**config.mk**
```make
export PLATFORM = sky130hd
export DESIGN_NAME = external_irq_sense_priority
export DESIGN_NICKNAME = d
export VERILOG_FILES = /design/src/verilog/irq_front_pkg.sv /design/src/verilog/external_irq_sense_priority.sv
export SDC_FILE = /design/constraint.sdc
export NUM_CORES = 1
export LEC_CHECK = 0
export BUFFER_PORTS_ARGS = -buffer_cell sky130_fd_sc_hd__buf_2
export CORE_ASPECT_RATIO = 2
export CORE_MARGIN = 8
export CORE_UTILIZATION = 45
export CTS_CLUSTER_SIZE = 30
export DETAILED_ROUTE_END_ITERATION = 10
export PLACE_DENSITY_LB_ADDON = 0.1
export SLEW_MARGIN = 20
export SYNTH_ARGS = -nofsm -noshare
export SYNTH_HDL_FRONTEND = slang
export SYNTH_SLANG_ARGS = --single-unit
```
**constraint.sdc**
```tcl
create_clock -name pclk -period 5 [get_ports pclk]
set_input_delay 0.5 -clock pclk [delete_from_list [all_inputs] [get_ports pclk]]
set_output_delay 0.5 -clock pclk [all_outputs]
set_load 0.02 [all_outputs]
```
**src/verilog/irq_front_pkg.sv**
```systemverilog
// Package for the external request sense and priority front end.
// Assumes a 32-bit APB slave and eight active-low request pins.
package irq_front_pkg;

  // Register byte offsets on the APB bus
  localparam logic [7:0] OFS_ENABLE = 8'h00;
  localparam logic [7:0] OFS_SENSE = 8'h04;
  localparam logic [7:0] OFS_STATUS = 8'h08;
  localparam logic [7:0] OFS_PRIO_A = 8'h0C;
  localparam logic [7:0] OFS_PRIO_B = 8'h10;
  localparam logic [7:0] OFS_PRIO_C = 8'h14;

  // Reset values
  localparam logic [7:0] RST_BYTE = 8'h00;
  localparam logic [15:0] RST_SENSE = 16'h0000;
  localparam logic [7:0] RST_SYNC = 8'hFF;
  localparam logic [31:0] RST_WORD = 32'h0000_0000;

  // Implemented bits of the priority registers; the rest read zero
  localparam logic [7:0] MASK_PRIO_A = 8'hFE;
  localparam logic [7:0] MASK_PRIO_B = 8'h78;
  localparam logic [7:0] MASK_PRIO_C = 8'hDC;

  // Field positions in the priority registers
  localparam int PA_REQ0 = 7;
  localparam int PA_REQ1 = 6;
  localparam int PA_REQ23 = 5;
  localparam int PA_REQ45 = 4;
  localparam int PA_REQ67 = 3;
  localparam int PA_XFER = 2;
  localparam int PA_WDOG = 1;
  localparam int PB_ADC = 6;
  localparam int PB_TPU0 = 5;
  localparam int PC_TMR0 = 7;
  localparam int PC_SER0 = 4;

  // Sense field encoding, field B then field A
  localparam logic [1:0] SENSE_LOW = 2'h0;
  localparam logic [1:0] SENSE_FALL = 2'h1;
  localparam logic [1:0] SENSE_RISE = 2'h2;
  localparam logic [1:0] SENSE_BOTH = 2'h3;

  // Whole state of the front end
  typedef struct packed {
    logic [7:0] ena;
    logic [15:0] sense;
    logic [7:0] flag;
    logic [7:0] seen;
    logic [7:0] prio_a;
    logic [7:0] prio_b;
    logic [7:0] prio_c;
    logic [7:0] sync1;
    logic [7:0] sync2;
    logic [7:0] prev;
    logic [31:0] rdata;
    logic err;
  } front_state_t;

  // Interrupt handling and transfer controller events
  typedef struct packed {
    logic valid;
    logic [2:0] num;
  } ack_event_t;

endpackage

```
**src/verilog/external_irq_sense_priority.sv**
```systemverilog
// External request sense, status, enable and priority-level registers.
// Assumes an APB master on pclk and request pins that idle high.
//
// Summary of operation
// Priority bit clear means level 0, set means level 1; reset clear.
// First priority register bits map requests 0..7, transfer unit, watchdog.
// Second priority register: bit 6 converter, bits 5..3 timer units 0..2.
// Third priority register: bits 7,6 byte timers, bits 4..2 serial 0..2.
// Enable bit n gates request n; 0 off, 1 on.
// Enable register clears on reset and hardware standby.
// Sense pair holds field B at 2n+1, field A at 2n.
// Sense codes: 00 low, 01 falling, 10 rising, 11 both edges.
// Sense registers clear on reset and standby, giving low-level sensing.
// Status register clears on reset and hardware standby.
// Software clears a flag only by writing 0 after reading it as 1.
// Status writes only clear; software never sets a flag.
// Low-level mode: exception handling clears flag while input is high.
// Edge modes: exception handling clears the flag.
// Transfer activation clears the flag unless clear-disable is set.
// Low-level mode sets the flag while the input is low.
// Falling mode sets the flag on a high-to-low transition.
// Rising mode sets the flag on a low-to-high transition.
// Both-edge mode sets the flag on either transition.
// Flags set regardless of the enable register.
// Priority registers clear on reset and hardware standby.
// Request forwarded while flag and enable are both one, with level.
// Inputs synchronised; edges found by comparing successive samples.
`timescale 1ns/1ns
module external_irq_sense_priority
  import irq_front_pkg::*;
#(
  parameter int NUM_REQ = 8
) (
  // Clock and reset
  input wire logic pclk,
  input wire logic presetn,
  input wire logic hw_standby,
  // APB slave
  input wire logic psel,
  input wire logic penable,
  input wire logic pwrite,
  input wire logic [7:0] paddr,
  input wire logic [31:0] pwdata,
  input wire logic [3:0] pstrb,
  output logic [31:0] prdata,
  output logic pready,
  output logic pslverr,
  // Request pins, active low
  input wire logic [NUM_REQ-1:0] external_request_input_n,
  // Exception handling and transfer controller events
  input wire ack_event_t exc_ack,
  input wire ack_event_t xfer_act,
  input wire logic transfer_clear_disable,
  // Requests toward arbitration
  output logic [NUM_REQ-1:0] request_out,
  output logic [NUM_REQ-1:0] request_level,
  // Priority levels of internal sources
  output logic prio_xfer,
  output logic prio_wdog,
  output logic prio_adc,
  output logic [2:0] prio_tpu,
  output logic [1:0] prio_tmr,
  output logic [2:0] prio_serial
);

  front_state_t s_q;
  front_state_t s_d;

  // Bus decode helpers
  logic setup_ph;
  logic access_ph;
  logic wr_ok;
  logic rd_ok;
  logic mapped;

  // Per-request condition helpers
  logic [NUM_REQ-1:0] ev;
  logic [NUM_REQ-1:0] hit_low;
  logic [NUM_REQ-1:0] hit_fall;
  logic [NUM_REQ-1:0] hit_rise;
  logic [NUM_REQ-1:0] hit_both;
  logic [NUM_REQ-1:0] clr_sw;
  logic [NUM_REQ-1:0] clr_hw;

  // Zero-wait-state slave; read data is latched in the setup cycle
  assign setup_ph = psel && !penable;
  assign access_ph = psel && penable;
  assign pready = access_ph;
  assign wr_ok = access_ph && pwrite && !s_q.err;
  assign rd_ok = access_ph && !pwrite && !s_q.err;
  assign prdata = s_q.rdata;
  assign pslverr = s_q.err;

  // Address map check
  always_comb begin
    case (paddr)
      OFS_ENABLE, OFS_SENSE, OFS_STATUS: mapped = 1'b1;
      OFS_PRIO_A, OFS_PRIO_B, OFS_PRIO_C: mapped = 1'b1;
      default: mapped = 1'b0;
    endcase
  end

  // Sense decode on synchronised samples, one field per request
  always_comb begin
    for (int n = 0; n < NUM_REQ; n++) begin
      hit_low[n] = 1'b0;
      hit_fall[n] = 1'b0;
      hit_rise[n] = 1'b0;
      hit_both[n] = 1'b0;
      case (s_q.sense[2*n +: 2])
        SENSE_LOW: hit_low[n] = !s_q.sync2[n];
        SENSE_FALL: hit_fall[n] = s_q.prev[n] && !s_q.sync2[n];
        SENSE_RISE: hit_rise[n] = !s_q.prev[n] && s_q.sync2[n];
        SENSE_BOTH: hit_both[n] = s_q.prev[n] ^ s_q.sync2[n];
        default: hit_low[n] = 1'b0;
      endcase
    end
    // Flags set independent of the enable register
    ev = hit_low | hit_fall | hit_rise | hit_both;
  end

  // Hardware clear sources: exception handling and transfer activation
  always_comb begin
    clr_hw = '0;
    for (int n = 0; n < NUM_REQ; n++) begin
      if (exc_ack.valid && exc_ack.num == 3'(n)) begin
        if (s_q.sense[2*n +: 2] != SENSE_LOW) begin
          clr_hw[n] = 1'b1;
        end else if (s_q.sync2[n]) begin
          clr_hw[n] = 1'b1;
        end
      end
      if (xfer_act.valid && xfer_act.num == 3'(n) &&
          !transfer_clear_disable) begin
        clr_hw[n] = 1'b1;
      end
    end
  end

  // Software clear: only zeros written to flags already read as one
  always_comb begin
    clr_sw = '0;
    if (wr_ok && paddr == OFS_STATUS && pstrb[0]) begin
      clr_sw = s_q.seen & ~pwdata[NUM_REQ-1:0];
    end
  end

  // Next-state logic for registers, flags and synchronisers
  always_comb begin
    s_d = s_q;
    // Two-stage synchroniser, then previous sample for edge compare
    s_d.sync1 = external_request_input_n;
    s_d.sync2 = s_q.sync1;
    s_d.prev = s_q.sync2;

    // Set wins over software and event clears in the same cycle; standby wins over set
    s_d.flag = (s_q.flag & ~(clr_sw | clr_hw)) | ev;

    // Remember which flags software has seen as one
    if (rd_ok && paddr == OFS_STATUS) begin
      s_d.seen = s_q.seen | s_q.rdata[NUM_REQ-1:0];
    end
    if (wr_ok && paddr == OFS_STATUS && pstrb[0]) begin
      s_d.seen = RST_BYTE;
    end

    // Register writes take effect at the access edge
    if (wr_ok) begin
      case (paddr)
        OFS_ENABLE: begin
          if (pstrb[0]) begin
            s_d.ena = pwdata[7:0];
          end
        end
        OFS_SENSE: begin
          if (pstrb[0]) begin
            s_d.sense[7:0] = pwdata[7:0];
          end
          if (pstrb[1]) begin
            s_d.sense[15:8] = pwdata[15:8];
          end
        end
        OFS_PRIO_A: begin
          if (pstrb[0]) begin
            s_d.prio_a = pwdata[7:0] & MASK_PRIO_A;
          end
        end
        OFS_PRIO_B: begin
          if (pstrb[0]) begin
            s_d.prio_b = pwdata[7:0] & MASK_PRIO_B;
          end
        end
        OFS_PRIO_C: begin
          if (pstrb[0]) begin
            s_d.prio_c = pwdata[7:0] & MASK_PRIO_C;
          end
        end
        default: s_d.ena = s_q.ena;
      endcase
    end

    // Read data and error are prepared in the setup cycle
    if (setup_ph) begin
      s_d.err = !mapped;
      s_d.rdata = RST_WORD;
      case (paddr)
        OFS_ENABLE: s_d.rdata[7:0] = s_q.ena;
        OFS_SENSE: s_d.rdata[15:0] = s_q.sense;
        OFS_STATUS: s_d.rdata[7:0] = s_q.flag;
        OFS_PRIO_A: s_d.rdata[7:0] = s_q.prio_a;
        OFS_PRIO_B: s_d.rdata[7:0] = s_q.prio_b;
        OFS_PRIO_C: s_d.rdata[7:0] = s_q.prio_c;
        default: s_d.rdata = RST_WORD;
      endcase
    end

    // Hardware standby returns every mapped register and the seen flags to reset; synchronisers and read data keep updating
    if (hw_standby) begin
      s_d.ena = RST_BYTE;
      s_d.sense = RST_SENSE;
      s_d.flag = RST_BYTE;
      s_d.seen = RST_BYTE;
      s_d.prio_a = RST_BYTE;
      s_d.prio_b = RST_BYTE;
      s_d.prio_c = RST_BYTE;
    end
  end

  // State register; pins idle high so samples reset high
  always_ff @(posedge pclk or negedge presetn) begin
    if (!presetn) begin
      s_q.ena <= RST_BYTE;
      s_q.sense <= RST_SENSE;
      s_q.flag <= RST_BYTE;
      s_q.seen <= RST_BYTE;
      s_q.prio_a <= RST_BYTE;
      s_q.prio_b <= RST_BYTE;
      s_q.prio_c <= RST_BYTE;
      s_q.sync1 <= RST_SYNC;
      s_q.sync2 <= RST_SYNC;
      s_q.prev <= RST_SYNC;
      s_q.rdata <= RST_WORD;
      s_q.err <= 1'b0;
    end else begin
      s_q <= s_d;
    end
  end

  // Forward requests gated by enable
  assign request_out = s_q.flag & s_q.ena;

  // Request groups share priority bits
  assign request_level[0] = s_q.prio_a[PA_REQ0];
  assign request_level[1] = s_q.prio_a[PA_REQ1];
  assign request_level[2] = s_q.prio_a[PA_REQ23];
  assign request_level[3] = s_q.prio_a[PA_REQ23];
  assign request_level[4] = s_q.prio_a[PA_REQ45];
  assign request_level[5] = s_q.prio_a[PA_REQ45];
  assign request_level[6] = s_q.prio_a[PA_REQ67];
  assign request_level[7] = s_q.prio_a[PA_REQ67];
  assign prio_xfer = s_q.prio_a[PA_XFER];
  assign prio_wdog = s_q.prio_a[PA_WDOG];

  // Internal source levels; channel index grows as bit index falls
  assign prio_adc = s_q.prio_b[PB_ADC];
  assign prio_tpu[0] = s_q.prio_b[PB_TPU0];
  assign prio_tpu[1] = s_q.prio_b[PB_TPU0-1];
  assign prio_tpu[2] = s_q.prio_b[PB_TPU0-2];
  assign prio_tmr[0] = s_q.prio_c[PC_TMR0];
  assign prio_tmr[1] = s_q.prio_c[PC_TMR0-1];
  assign prio_serial[0] = s_q.prio_c[PC_SER0];
  assign prio_serial[1] = s_q.prio_c[PC_SER0-1];
  assign prio_serial[2] = s_q.prio_c[PC_SER0-2];

  // One copy per request so a random request number is always covered
  for (genvar g = 0; g < NUM_REQ; g++) begin : gen_sync_chk

  end
endmodule

```
Yosys cells after proc, flatten, opt, wreduce, memory -nomap -nowiden
Cells that the tools add are included.

cells by class
  equal/unequal tests = 43
  reductions and logical operators = 105
  bitwise operators = 19
  mux-type cells = 83

operators with widths
  kind                count
  $mux 8              13
  $mux 1              65
  $mux 64             1
  $logic_and 1x1->1   49
  $mux 24             2
  $or 8x8->8          6
  $pmux 8 s6          1
  $eq 2x2->1 const B  16
  $reduce_bool 2->1   16
  $and 8x8->8         3
  $eq 3x3->1 const B  8
  $logic_not 1->1     21
  $reduce_and 3->1    6
  $eq 2x1->1 const B  8
  $eq 8x4->1 const B  2
  $eq 8x5->1 const B  2
  $logic_not 2->1     8
  $mux 16             1
  $not 8->8           2
  $eq 3x2->1 const B  4
  $eq 8x3->1 const B  1
  $logic_not 8->1     1
  $xor 1x1->1         8
  $eq 3x1->1 const B  2
  3 further kinds     4

storage, ports and cells
  flip-flop bits (word level) = 105
  output and inout bits = 61
  bits of input ports = 67

Depth between registers and ports, before layout
Gate-level depths: netlist of run 1.

  word-level depth = 11
  depth in mapped cells = 6

Worst setup path after synthesis of run 1
OpenSTA, ideal clock, no wires.

  path kind = input to register
  start point = input paddr[4]
  end point = register s_q[100] in the netlist's numbering
  arrival = 2030 ps
  setup time = 132 ps
  required time = 4868 ps
  setup slack = 2838 ps
  stages = 5
  cell sequence = buf_6 > or4_4 > nor4_4 > mux2i_1 > nor2_1

between the ends
  word-level cells in the longest chain between the ends = 3

ends and longest elaborated chain
  item                         RTL line                            text
  from (decl)                  external_irq_sense_priority.sv:42   input wire logic [7:0] paddr,
  $eq 8x3->1                   external_irq_sense_priority.sv:169  case (paddr)
  $reduce_bool 2->1 (no line)  --
  $reduce_and 3->1 (no line)   --
  to (decl)                    external_irq_sense_priority.sv:66   front_state_t s_q;

Every way passes these cells.
A chain may end at the register's enable or synchronous reset.

Worst setup path in the final report of run 1
  start point = input paddr[4]
  end point = register s_q[109] in the netlist's numbering

The elaborated chain is that of the path after synthesis.

==> results of run 1 <==
## cells by family (layout without fill, tap and decap cells)
logic type               Yosys count  after routing  synth area share, %
AO/OA/AOI/OAI                     73             73                 10.1
multiplexers                      52             52                 10.4
buffers and inverters             85            128                 9.83
AND/OR/NAND/NOR                  164            164                 18.0
adder cells (fa/ha/maj)           16             16                 3.88
other                              1             16               0.0728
flip-flops                        97             97                 47.7
## synth_stat cells (2+ instances only)
cell type,instances,share of area (%)
nor2_1,53,3.9
or3_1,2,0.24
buf_4,48,7.0
and2_1,10,1.2
nand2b_1,5,0.61
nand4_1,7,0.85
or3b_2,2,0.34
o211ai_1,4,0.58
dfstp_2,24,12
a211oi_1,5,0.73
o22ai_1,7,0.85
nor3_1,4,0.39
mux2i_1,48,9.3
nor4_1,2,0.24
o21a_1,4,0.58
a22o_1,16,2.7
nand2_1,23,1.7
a31oi_1,9,1.1
buf_1,3,0.22
clkbuf_1,15,1.1
nor3b_1,10,1.5
nor4_4,3,1.2
nor2b_1,5,0.61
o311ai_0,6,1.0
nand4b_1,9,1.5
ha_1,16,3.9
dfrtp_1,73,35
nand3b_1,8,1.2
a211o_1,4,0.68
o21ai_0,15,1.5
nand3_1,15,1.5
mux2_2,3,0.66
inv_1,18,1.3
## worst max-delay path: cells and delay by family
| family | cells | cell delay, ps |
|---|---|---|
| and+or+nand+nor | 2 | 1380 |
| AOI/OAI and AO/OA | 2 | 960 |
| buffers and inverters | 1 | 200 |
## area by class of cell
type / count / area, sq um
inverter: 18 / 67.6
fill: 1048 / 5450
multi-input combinational: 321 / 2250
clock buffer: 11 / 264
tap: 142 / 178
timing repair buffer: 94 / 475
clock inverter: 5 / 82.6
sequential: 97 / 2460
## layer usage
metal / track usage (%) / share of wire [%] / wire, um
met1: 19.6 / 38 / 5150
met2: 33.4 / 55 / 7440
met3: 4.21 / 4.5 / 607
met4: 6.46 / 2.1 / 289
met5: 0 / 0 / 0
## placed cells by master, fill, tap and decap left out, types with 15 or more instances in the layout
cell type and instances:
a22o_1 16, buf_2 92, conb_1 16, dfrtp_1 73
dfstp_2 24, ha_1 16, inv_1 18, mux2i_1 48
nand2_1 23, nand3_1 15, nor2_1 53, o21ai_0 15
## flip-flops by register name, summed over array words and instances, names as in the netlist
signal,count
s_d,16
prio_xfer,1
prio_tpu,3
pslverr,1
prio_adc,1
prio_wdog,1
request_level,5
prio_tmr,2
prdata,16
prio_serial,3
s_q,48
## stage by stage
step	instance area [sq um]	total power, mW
final	5770	1.74
after global routing	5770	1.81
after CTS	5770	1.76
after detailed placement	5420	0.971
after global placement	5420	0.968
after floorplan	5210	0.912
## worst max path at each step
| stage | startpoint | end | slack (ps) | depth (start not counted) |
|---|---|---|---|---|
| after global routing | paddr[4] | s_q[109] | 2080 | 5 |
| after global placement | paddr[4] | s_q[106] | 1830 | 5 |
| final | paddr[4] | s_q[109] | 2190 | 5 |
| after floorplan | paddr[4] | s_q[100] | 2840 | 5 |
| after CTS | paddr[4] | s_q[109] | 2180 | 5 |
| after detailed placement | paddr[4] | s_q[108] | 1810 | 5 |
## report_power, final
group          switching [mW]  total, mW  internal, mW
Clock                   0.302      0.786         0.484
Sequential             0.0143      0.823         0.809
Combinational          0.0896      0.132        0.0421
Total                   0.406       1.74          1.34
==> flow_summary_export.csv, run 1 <==
group,metric,value,unit
outcome,status,"complete, no violations",
synthesis,ys_warn_count,0,
job,drv_cap,0,
placement,place_congestion,0.815,
die,placementRows,55,
worst_setup_path,crit_chain,"buf_2 -> or4_4 -> nor2_1 -> a41oi_1 -> a22o_1",
power,peakVddDrop,0.201,mV
clock_network,h-tree-depth,3,
power,powerDensity,302,nW/um^2
global_routing,track_usage,18.2,%
die,core-area,11200,sq um
worst_setup_path,arrival,3040,ps
synthesis,async_reset_ff_share,100,%
timing,final.setup.tns,0,ps
routing,via_per_inst,5.47,
synthesis,netlist_area,5150,sq um
global_routing,grt_max_degree,53,
clock_network,clock_path_buffers,2,
routing,drt_first_iter_violations,181,
worst_setup_path,reg2reg_setup_slack,2790,ps
clock_network,path_clk_slew,60,ps
final_layout,antenna_cells,0,
final_layout,fin_cells,688,
routing,ant_nets,0,
routing,drc,0,
placement,dp.cells,672,
power,p_leak,2.75,nW
clock_network,cts-hold-fix-buffers,0,
routing,dr.pass1.iters,5,
worst_setup_path,r2r_start,"pslverr",
timing,worst_slack,2190,ps
global_routing,antenna_found_initial,0,
worst_setup_path,cp.required,5230,ps
routing,routedWlPerCell,19.6,um
worst_setup_path,reg2reg_depth,4,
worst_setup_path,cpPeakStageDelay,770,ps
clock_network,cts_buffers,9,
timing,post-route-min-period,2810,ps
timing,whs,160,ps
timing,slew_headroom,33.5,%
final_layout,layout-drive-gt1-share,26.7,%
global_routing,grt_pass1_wl,21800,um
timing,final.setup_skew,5.90,ps
placement,portBuffers,93,
worst_hold_path,hold_path.class,"in -> async",
timing,finalCritPeriodShare,56.2,%
worst_setup_path,path_max_fanout,17,
synthesis,synth-seq-area-share,47.7,%
clock_network,clockRootBuffer,"clkbuf_16",
worst_setup_path,start_kind,"input pin",
worst_setup_path,r2r-end,"request_level[0]",
die,die_w,91.7,um
timing,finalHoldViolations,0,
clock_network,cts_tree,"done",
timing,maxSlewViolCount,0,
clock_network,numClockSinks,97,
synthesis,synth_cells,488,
final_layout,syn2layout_area_growth,12.0,%
die,initial_utilization,45.9,%
global_routing,grt_remaining_overflow,0,
clock_network,insertion_delay,350,ps
global_routing,grt_pass1_vias,4069,
placement,dp_hpwl,10100,um
synthesis,avgSynthCellArea,10.6,sq um
worst_setup_path,worst-setup-path-type,"in -> reg",
timing,grt_setup_unrepaired,"false",
die,io_pins,128,
timing,setup-violations-final,0,
die,dieArea,15300,sq um
clock_network,post-cts-setup-buffers,0,
synthesis,synth_cell_types,45,
clock_network,cts_resized,0,
final_layout,finalNetCount,624,
worst_setup_path,critPathCaptureType,"register",
synthesis,ys_ff_latch,97,
synthesis,synthFlopType,"dfrtp_1",
worst_setup_path,cp_slowest_cell,"nor2_1",
timing,worstMarginPinSlew,994,ps
timing,clock.fmax,0.356,GHz
synthesis,synth_edf_count,0,
routing,wirelength,13500,um
placement,dp_slack,1810,ps
routing,vias,3764,
die,die-height,167,um
final_layout,final_util,51.4,%
Note: power is estimated with default switching activity, not from simulation.
==> inputs of run 2 (changes only) <==
clock period = 2.7 ns   (was 5 ns; I/O delays follow)
==> flow_summary_export.csv, run 2 (synthesis results as in run 1) <==
group,metric,value,unit
final_layout,layout_commonest_cell,"buf_2",
power,powerDensity,531,nW/um^2
timing,grt_setup_unrepaired,"false",
timing,slew_headroom,31.2,%
global_routing,grt_max_degree,56,
worst_setup_path,cp.required,2920,ps
timing,worstMarginPinSlew,1020,ps
clock_network,clock_path_buffers,2,
timing,final.setup.tns,0,ps
power,p_leak,2.81,nW
clock_network,insertion_delay,340,ps
timing,whs,15.6,ps
timing,maxSlewViolCount,0,
final_layout,antenna_cells,0,
clock_network,post-cts-setup-buffers,0,
final_layout,finalNetCount,638,
timing,clock.fmax,0.506,GHz
timing,finalHoldViolations,0,
worst_setup_path,arrival,2200,ps
routing,via_per_inst,5.40,
worst_setup_path,start_kind,"register",
power,peakVddDrop,0.364,mV
final_layout,top_register,"s_q",
clock_network,numClockSinks,97,
die,die-height,167,um
worst_setup_path,crit_chain,"nand4b_1 -> nor4_4 -> mux2i_1 -> nor2_1",
clock_network,cts_tree,"done",
final_layout,layout-drive-gt1-share,28.2,%
outcome,status,"complete, no violations",
die,core-area,11200,sq um
clock_network,clockRootBuffer,"clkbuf_16",
die,placementRows,55,
die,initial_utilization,45.9,%
global_routing,grt_remaining_overflow,0,
worst_setup_path,critPathCaptureType,"register",
die,io_pins,128,
timing,finalCritPeriodShare,73.1,%
global_routing,grt_pass1_wl,22500,um
global_routing,track_usage,18.6,%
clock_network,cts_buffers,9,
worst_setup_path,cpPeakStageDelay,650,ps
timing,setup-violations-final,0,
final_layout,final_cell_mix,"92 x buf_2, 73 x dfrtp_1, 53 x nor2_1",
clock_network,cts_resized,0,
global_routing,grt_pass1_vias,4179,
timing,final.setup_skew,7.98,ps
worst_setup_path,cp_slowest_cell,"nor4_4",
clock_network,cts-hold-fix-buffers,1,
routing,wirelength,13800,um
placement,dp_hpwl,10400,um
global_routing,antenna_found_initial,0,
die,dieArea,15300,sq um
job,drv_cap,0,
worst_setup_path,cpLargestDelayFamily,"simple AND/OR/NAND/NOR gates",
routing,routedWlPerCell,19.7,um
routing,drc,0,
timing,post-route-min-period,1970,ps
worst_setup_path,path_max_fanout,5,
clock_network,path_clk_slew,70,ps
routing,vias,3792,
clock_network,h-tree-depth,3,
worst_setup_path,crit_buf_inv,0,
die,die_w,91.7,um
final_layout,syn2layout_area_growth,13.8,%
routing,dr.pass1.iters,4,
worst_hold_path,hold_path.class,"in -> reg",
placement,portBuffers,93,
final_layout,largest_reg_flops,48,
worst_setup_path,worst-setup-path-type,"reg -> reg",
routing,ant_nets,0,
placement,place_congestion,0.807,
routing,drt_first_iter_violations,188,
run 2: cell types whose count changed in the layout (fill, tap and decap cells not counted), sizes merged:
| cell | before | now |
|---|---|---|
| clkbuf | 11 | 14 |
| clkinv | 2 | 1 |
| bufinv | 2 | 0 |
| dlygate4sd3 | 0 | 1 |
| buf | 94 | 107 |
| inv | 19 | 18 |
| clkinvlp | 0 | 1 |
run 2: final cells by class:
type	instances	area, sq um
fillers	1049	5350
clock buffers	14	307
clock inverters	2	16.3
multi-input cells	321	2250
repair buffers	108	596
inverters	18	67.6
flip-flops and latches	97	2460
well taps	142	178
run 2: worst paths after layout:
check	startpoint	endpoint	slack, ps	depth (start not counted)
worst max-delay path	pslverr	prio_tmr[1]	730	4
worst min-delay path	external_request_input_n[2]	s_d[43]	20	1
worst max register to register	pslverr	prio_tmr[1]	730	4
worst min register to register	s_d[41]	s_d[33]	360	0
max in group asynchronous	presetn	s_d[36]	1660	3
min in group asynchronous	presetn	s_q[109]	380	2
run 2: worst register-to-register path: cells and delay by family (launching register included):
family	cells	cell delay, ps
mux	1	270
flops	1	420
simple gates	3	1170
run 2: per-stage QoR:
step | std cells | worst slack [ps] | utilization [%] | power (mW) | instance area [sq um]
after floorplan | 503 | 768 | - | 1.69 | 5210
after global placement | 685 | 595 | 49.3 | 1.80 | 5530
after detailed placement | 685 | 528 | 49.3 | 1.81 | 5530
after CTS | 702 | 700 | 52.3 | 3.16 | 5870
after global routing | 702 | 583 | 52.3 | 3.24 | 5870
final | 702 | 725 | 52.3 | 3.11 | 5870
run 2: metal layers:
layer | routed length, um | part of all wire [%] | global-route usage, %
met5 | 0 | 0 | 0
met2 | 7670 | 56 | 34.3
met1 | 5360 | 39 | 20.4
met3 | 540 | 3.9 | 3.76
met4 | 241 | 1.7 | 6.32
run 2: power breakdown:
part	switching (mW)	leakage [nW]	internal [mW]
Combinational	0.169	1.40	0.0865
Sequential	0.0267	1.25	1.50
Clock	0.544	0.155	0.790
Total	0.740	2.81	2.37
==> inputs of run 3 (changes only) <==
ABC_AREA = 1   (was not set)
clock period = 1.7 ns   (was 2.7 ns; I/O delays follow)
==> flow_summary_export.csv, run 3 <==
group,metric,value,unit
outcome,status,"complete, no violations",
final_layout,syn2layout_area_growth,14.0,%
timing,slew_headroom,60.1,%
timing,whs,35.3,ps
final_layout,final_cell_mix,"142 x nand2_1, 92 x buf_2, 73 x dfrtp_1",
synthesis,synthTopCellsByCount,"142 x nand2_1, 73 x dfrtp_1, 68 x inv_1, 55 x nand3_1, 52 x nor2_1",
synthesis,ys_ff_latch,97,
routing,drt_first_iter_violations,208,
timing,setup-violations-final,0,
timing,post-route-min-period,1460,ps
synthesis,synthMostInstantiatedCell,"nand2_1",
synthesis,synth_top_cell_by_area,"dfrtp_1",
synthesis,avgSynthCellArea,8.42,sq um
synthesis,ys_warn_count,0,
synthesis,synth_edf_count,0,
timing,final.setup_skew,9.29,ps
synthesis,synth-simple-area-share,25.9,%
synthesis,synth_cell_types,37,
global_routing,grt_pass1_wl,23900,um
synthesis,async_reset_ff_share,100,%
timing,maxSlewViolCount,0,
timing,finalCritPeriodShare,85.8,%
routing,drc,0,
synthesis,synth_fa_ha_area_share,3.73,%
die,dieArea,15900,sq um
clock_network,cts_buffers,9,
power,p_int,3.69,mW
worst_hold_path,hold_path.class,"in -> reg",
global_routing,gr-usage-met3,3.69,%
clock_network,clock_path_buffers,2,
timing,worstMarginPinSlew,596,ps
placement,dp_hpwl,11900,um
timing,finalHoldViolations,0,
power,power_switching,1.51,mW
power,powerDensity,849,nW/um^2
routing,vias,4348,
global_routing,met1_usage,20.4,%
global_routing,grtUsageMet2,34.1,%
die,die_w,93.2,um
final_layout,finalNetCount,801,
clock_network,insertion_delay,350,ps
global_routing,grt_remaining_overflow,0,
clock_network,cts_tree,"done",
clock_network,h-tree-depth,3,
final_layout,top_register,"s_q",
global_routing,busiest_layer,"met2",
global_routing,antenna_found_initial,0,
die,core-area,11700,sq um
synthesis,synth-xor-area-share,0,%
synthesis,synth.area.top_cells,"dfrtp_1 34%, dfstp_2 12%, nand2_1 9.9%, buf_4 7.0%, nand3_1 5.1%",
routing,ant_nets,0,
final_layout,antenna_cells,0,
synthesis,yosysTopAreaCellShare,34.0,%
clock_network,path_clk_slew,80,ps
routing,wirelength,14900,um
worst_setup_path,start_kind,"register",
synthesis,synthFlopType,"dfrtp_1",
worst_setup_path,worst-setup-path-type,"reg -> reg",
worst_setup_path,path_max_fanout,2,
job,drv_cap,0,
timing,grt_setup_unrepaired,"false",
global_routing,grt_pass1_vias,4605,
placement,place_congestion,0.871,
synthesis,synth_mux_area_share,0,%
die,initial_utilization,45.9,%
synthesis,synth_cells,638,
global_routing,track_usage,19.6,%
power,combPwrFrac,13.5,%
final_layout,layout-drive-gt1-share,27.8,%
power,p_sw_share,29.0,%
placement,portBuffers,93,
routing,routedWlPerCell,17.1,um
worst_setup_path,critPathCaptureType,"register",
die,io_pins,128,
timing,clock.fmax,0.685,GHz
power,p_seq_share,49.3,%
clock_network,clockRootBuffer,"clkbuf_16",
worst_setup_path,arrival,1670,ps
clock_network,numClockSinks,97,
power,peakVddDrop,0.483,mV
worst_setup_path,cp.required,1910,ps
synthesis,synth-compound-area-share,11.0,%
timing,final.setup.tns,0,ps
final_layout,fill_cells,1143,
routing,via_per_inst,5.01,
die,placementRows,56,
synthesis,netlist_area,5370,sq um
synthesis,synth_top_family_by_area,"simple AND/OR/NAND/NOR gates",
final_layout,layout_commonest_cell,"nand2_1",
final_layout,largest_reg_flops,48,
die,die-height,170,um
global_routing,grt_max_degree,28,
power,p_leak,3.19,nW
synthesis,synth-seq-area-share,45.8,%
routing,dr.pass1.iters,4,
power,clock_power_share,37.2,%
-- run 3: path summary, 6_finish.rpt --
check / depth (start not counted) / slack [ps] / to / startpoint
worst max register to register: 6 / 240 / s_q[92] / s_q[36]
worst max-delay path: 6 / 240 / s_q[92] / s_q[36]
max in group asynchronous: 3 / 830 / s_q[33] / presetn
worst min register to register: 0 / 360 / s_d[40] / s_d[48]
worst min-delay path: 3 / 40 / s_q[107] / pwdata[10]
min in group asynchronous: 2 / 270 / s_q[111] / presetn
-- run 3: cells by family after synthesis --
kind of cell | after synthesis
adder cells (fa/ha/maj) | 16
other | 1
buffers and inverters | 133
AND/OR/NAND/NOR | 296
flip-flops | 97
AO/OA/AOI/OAI | 95
-- run 3: power groups by stage --
stage / logic (mW) / clock network [mW] / registers, mW
2_1_floorplan: 0.482 / 0 / 2.58
3_3_place_gp: 0.676 / 0 / 2.60
3_5_place_dp: 0.690 / 0 / 2.61
4_1_cts: 0.710 / 1.98 / 2.56
5_1_grt: 0.782 / 2.07 / 2.58
6_report: 0.700 / 1.93 / 2.56
-- run 3: final cells by class --
type / count / area, sq um / area share [%]
Sequential cell: 97 / 2460 / 40.1
Multi-Input combinational cell: 423 / 2260 / 36.9
Timing Repair Buffer: 113 / 666 / 10.9
Inverter: 74 / 283 / 4.62
Clock buffer: 9 / 225 / 3.68
Tap cell: 145 / 181 / 2.96
Clock inverter: 7 / 52.6 / 0.859
-- run 3: worst max-delay path, cell delays in order (launching register included) --
cell,delay (ps)
dfstp_2,540
inv_1,40
ha_1,170
o21ai_0,160
a21oi_1,60
nor3_1,240
a21oi_1,110
-- run 3: per-stage QoR --
step	utilization (%)	total power [mW]	setup slack [ps]	instances	instance area (sq um)
after CTS	52.3	5.26	89.1	868	6120
after floorplan	-	3.06	343	653	5430
final	52.3	5.20	241	868	6120
after global routing	52.3	5.44	141	868	6120
after detailed placement	49.1	3.29	-4.86	843	5740
after global placement	49.1	3.27	38.5	843	5740
-- run 3: layer usage --
metal	vias up	share of wire, %
li1	2137	-
met1	2051	36
met2	127	53
met3	33	5.1
met4	0	6.0
met5	-	0
-- run 3: repair_timing --
action / 4_1_cts / 5_1_grt
gates resized for setup: 1 / 1
hold buffers: 9 / 0
buffers inserted: 0 / 0
endpoints found under the hold margin: 19 / 0
endpoints found under the setup margin: 2 / 4
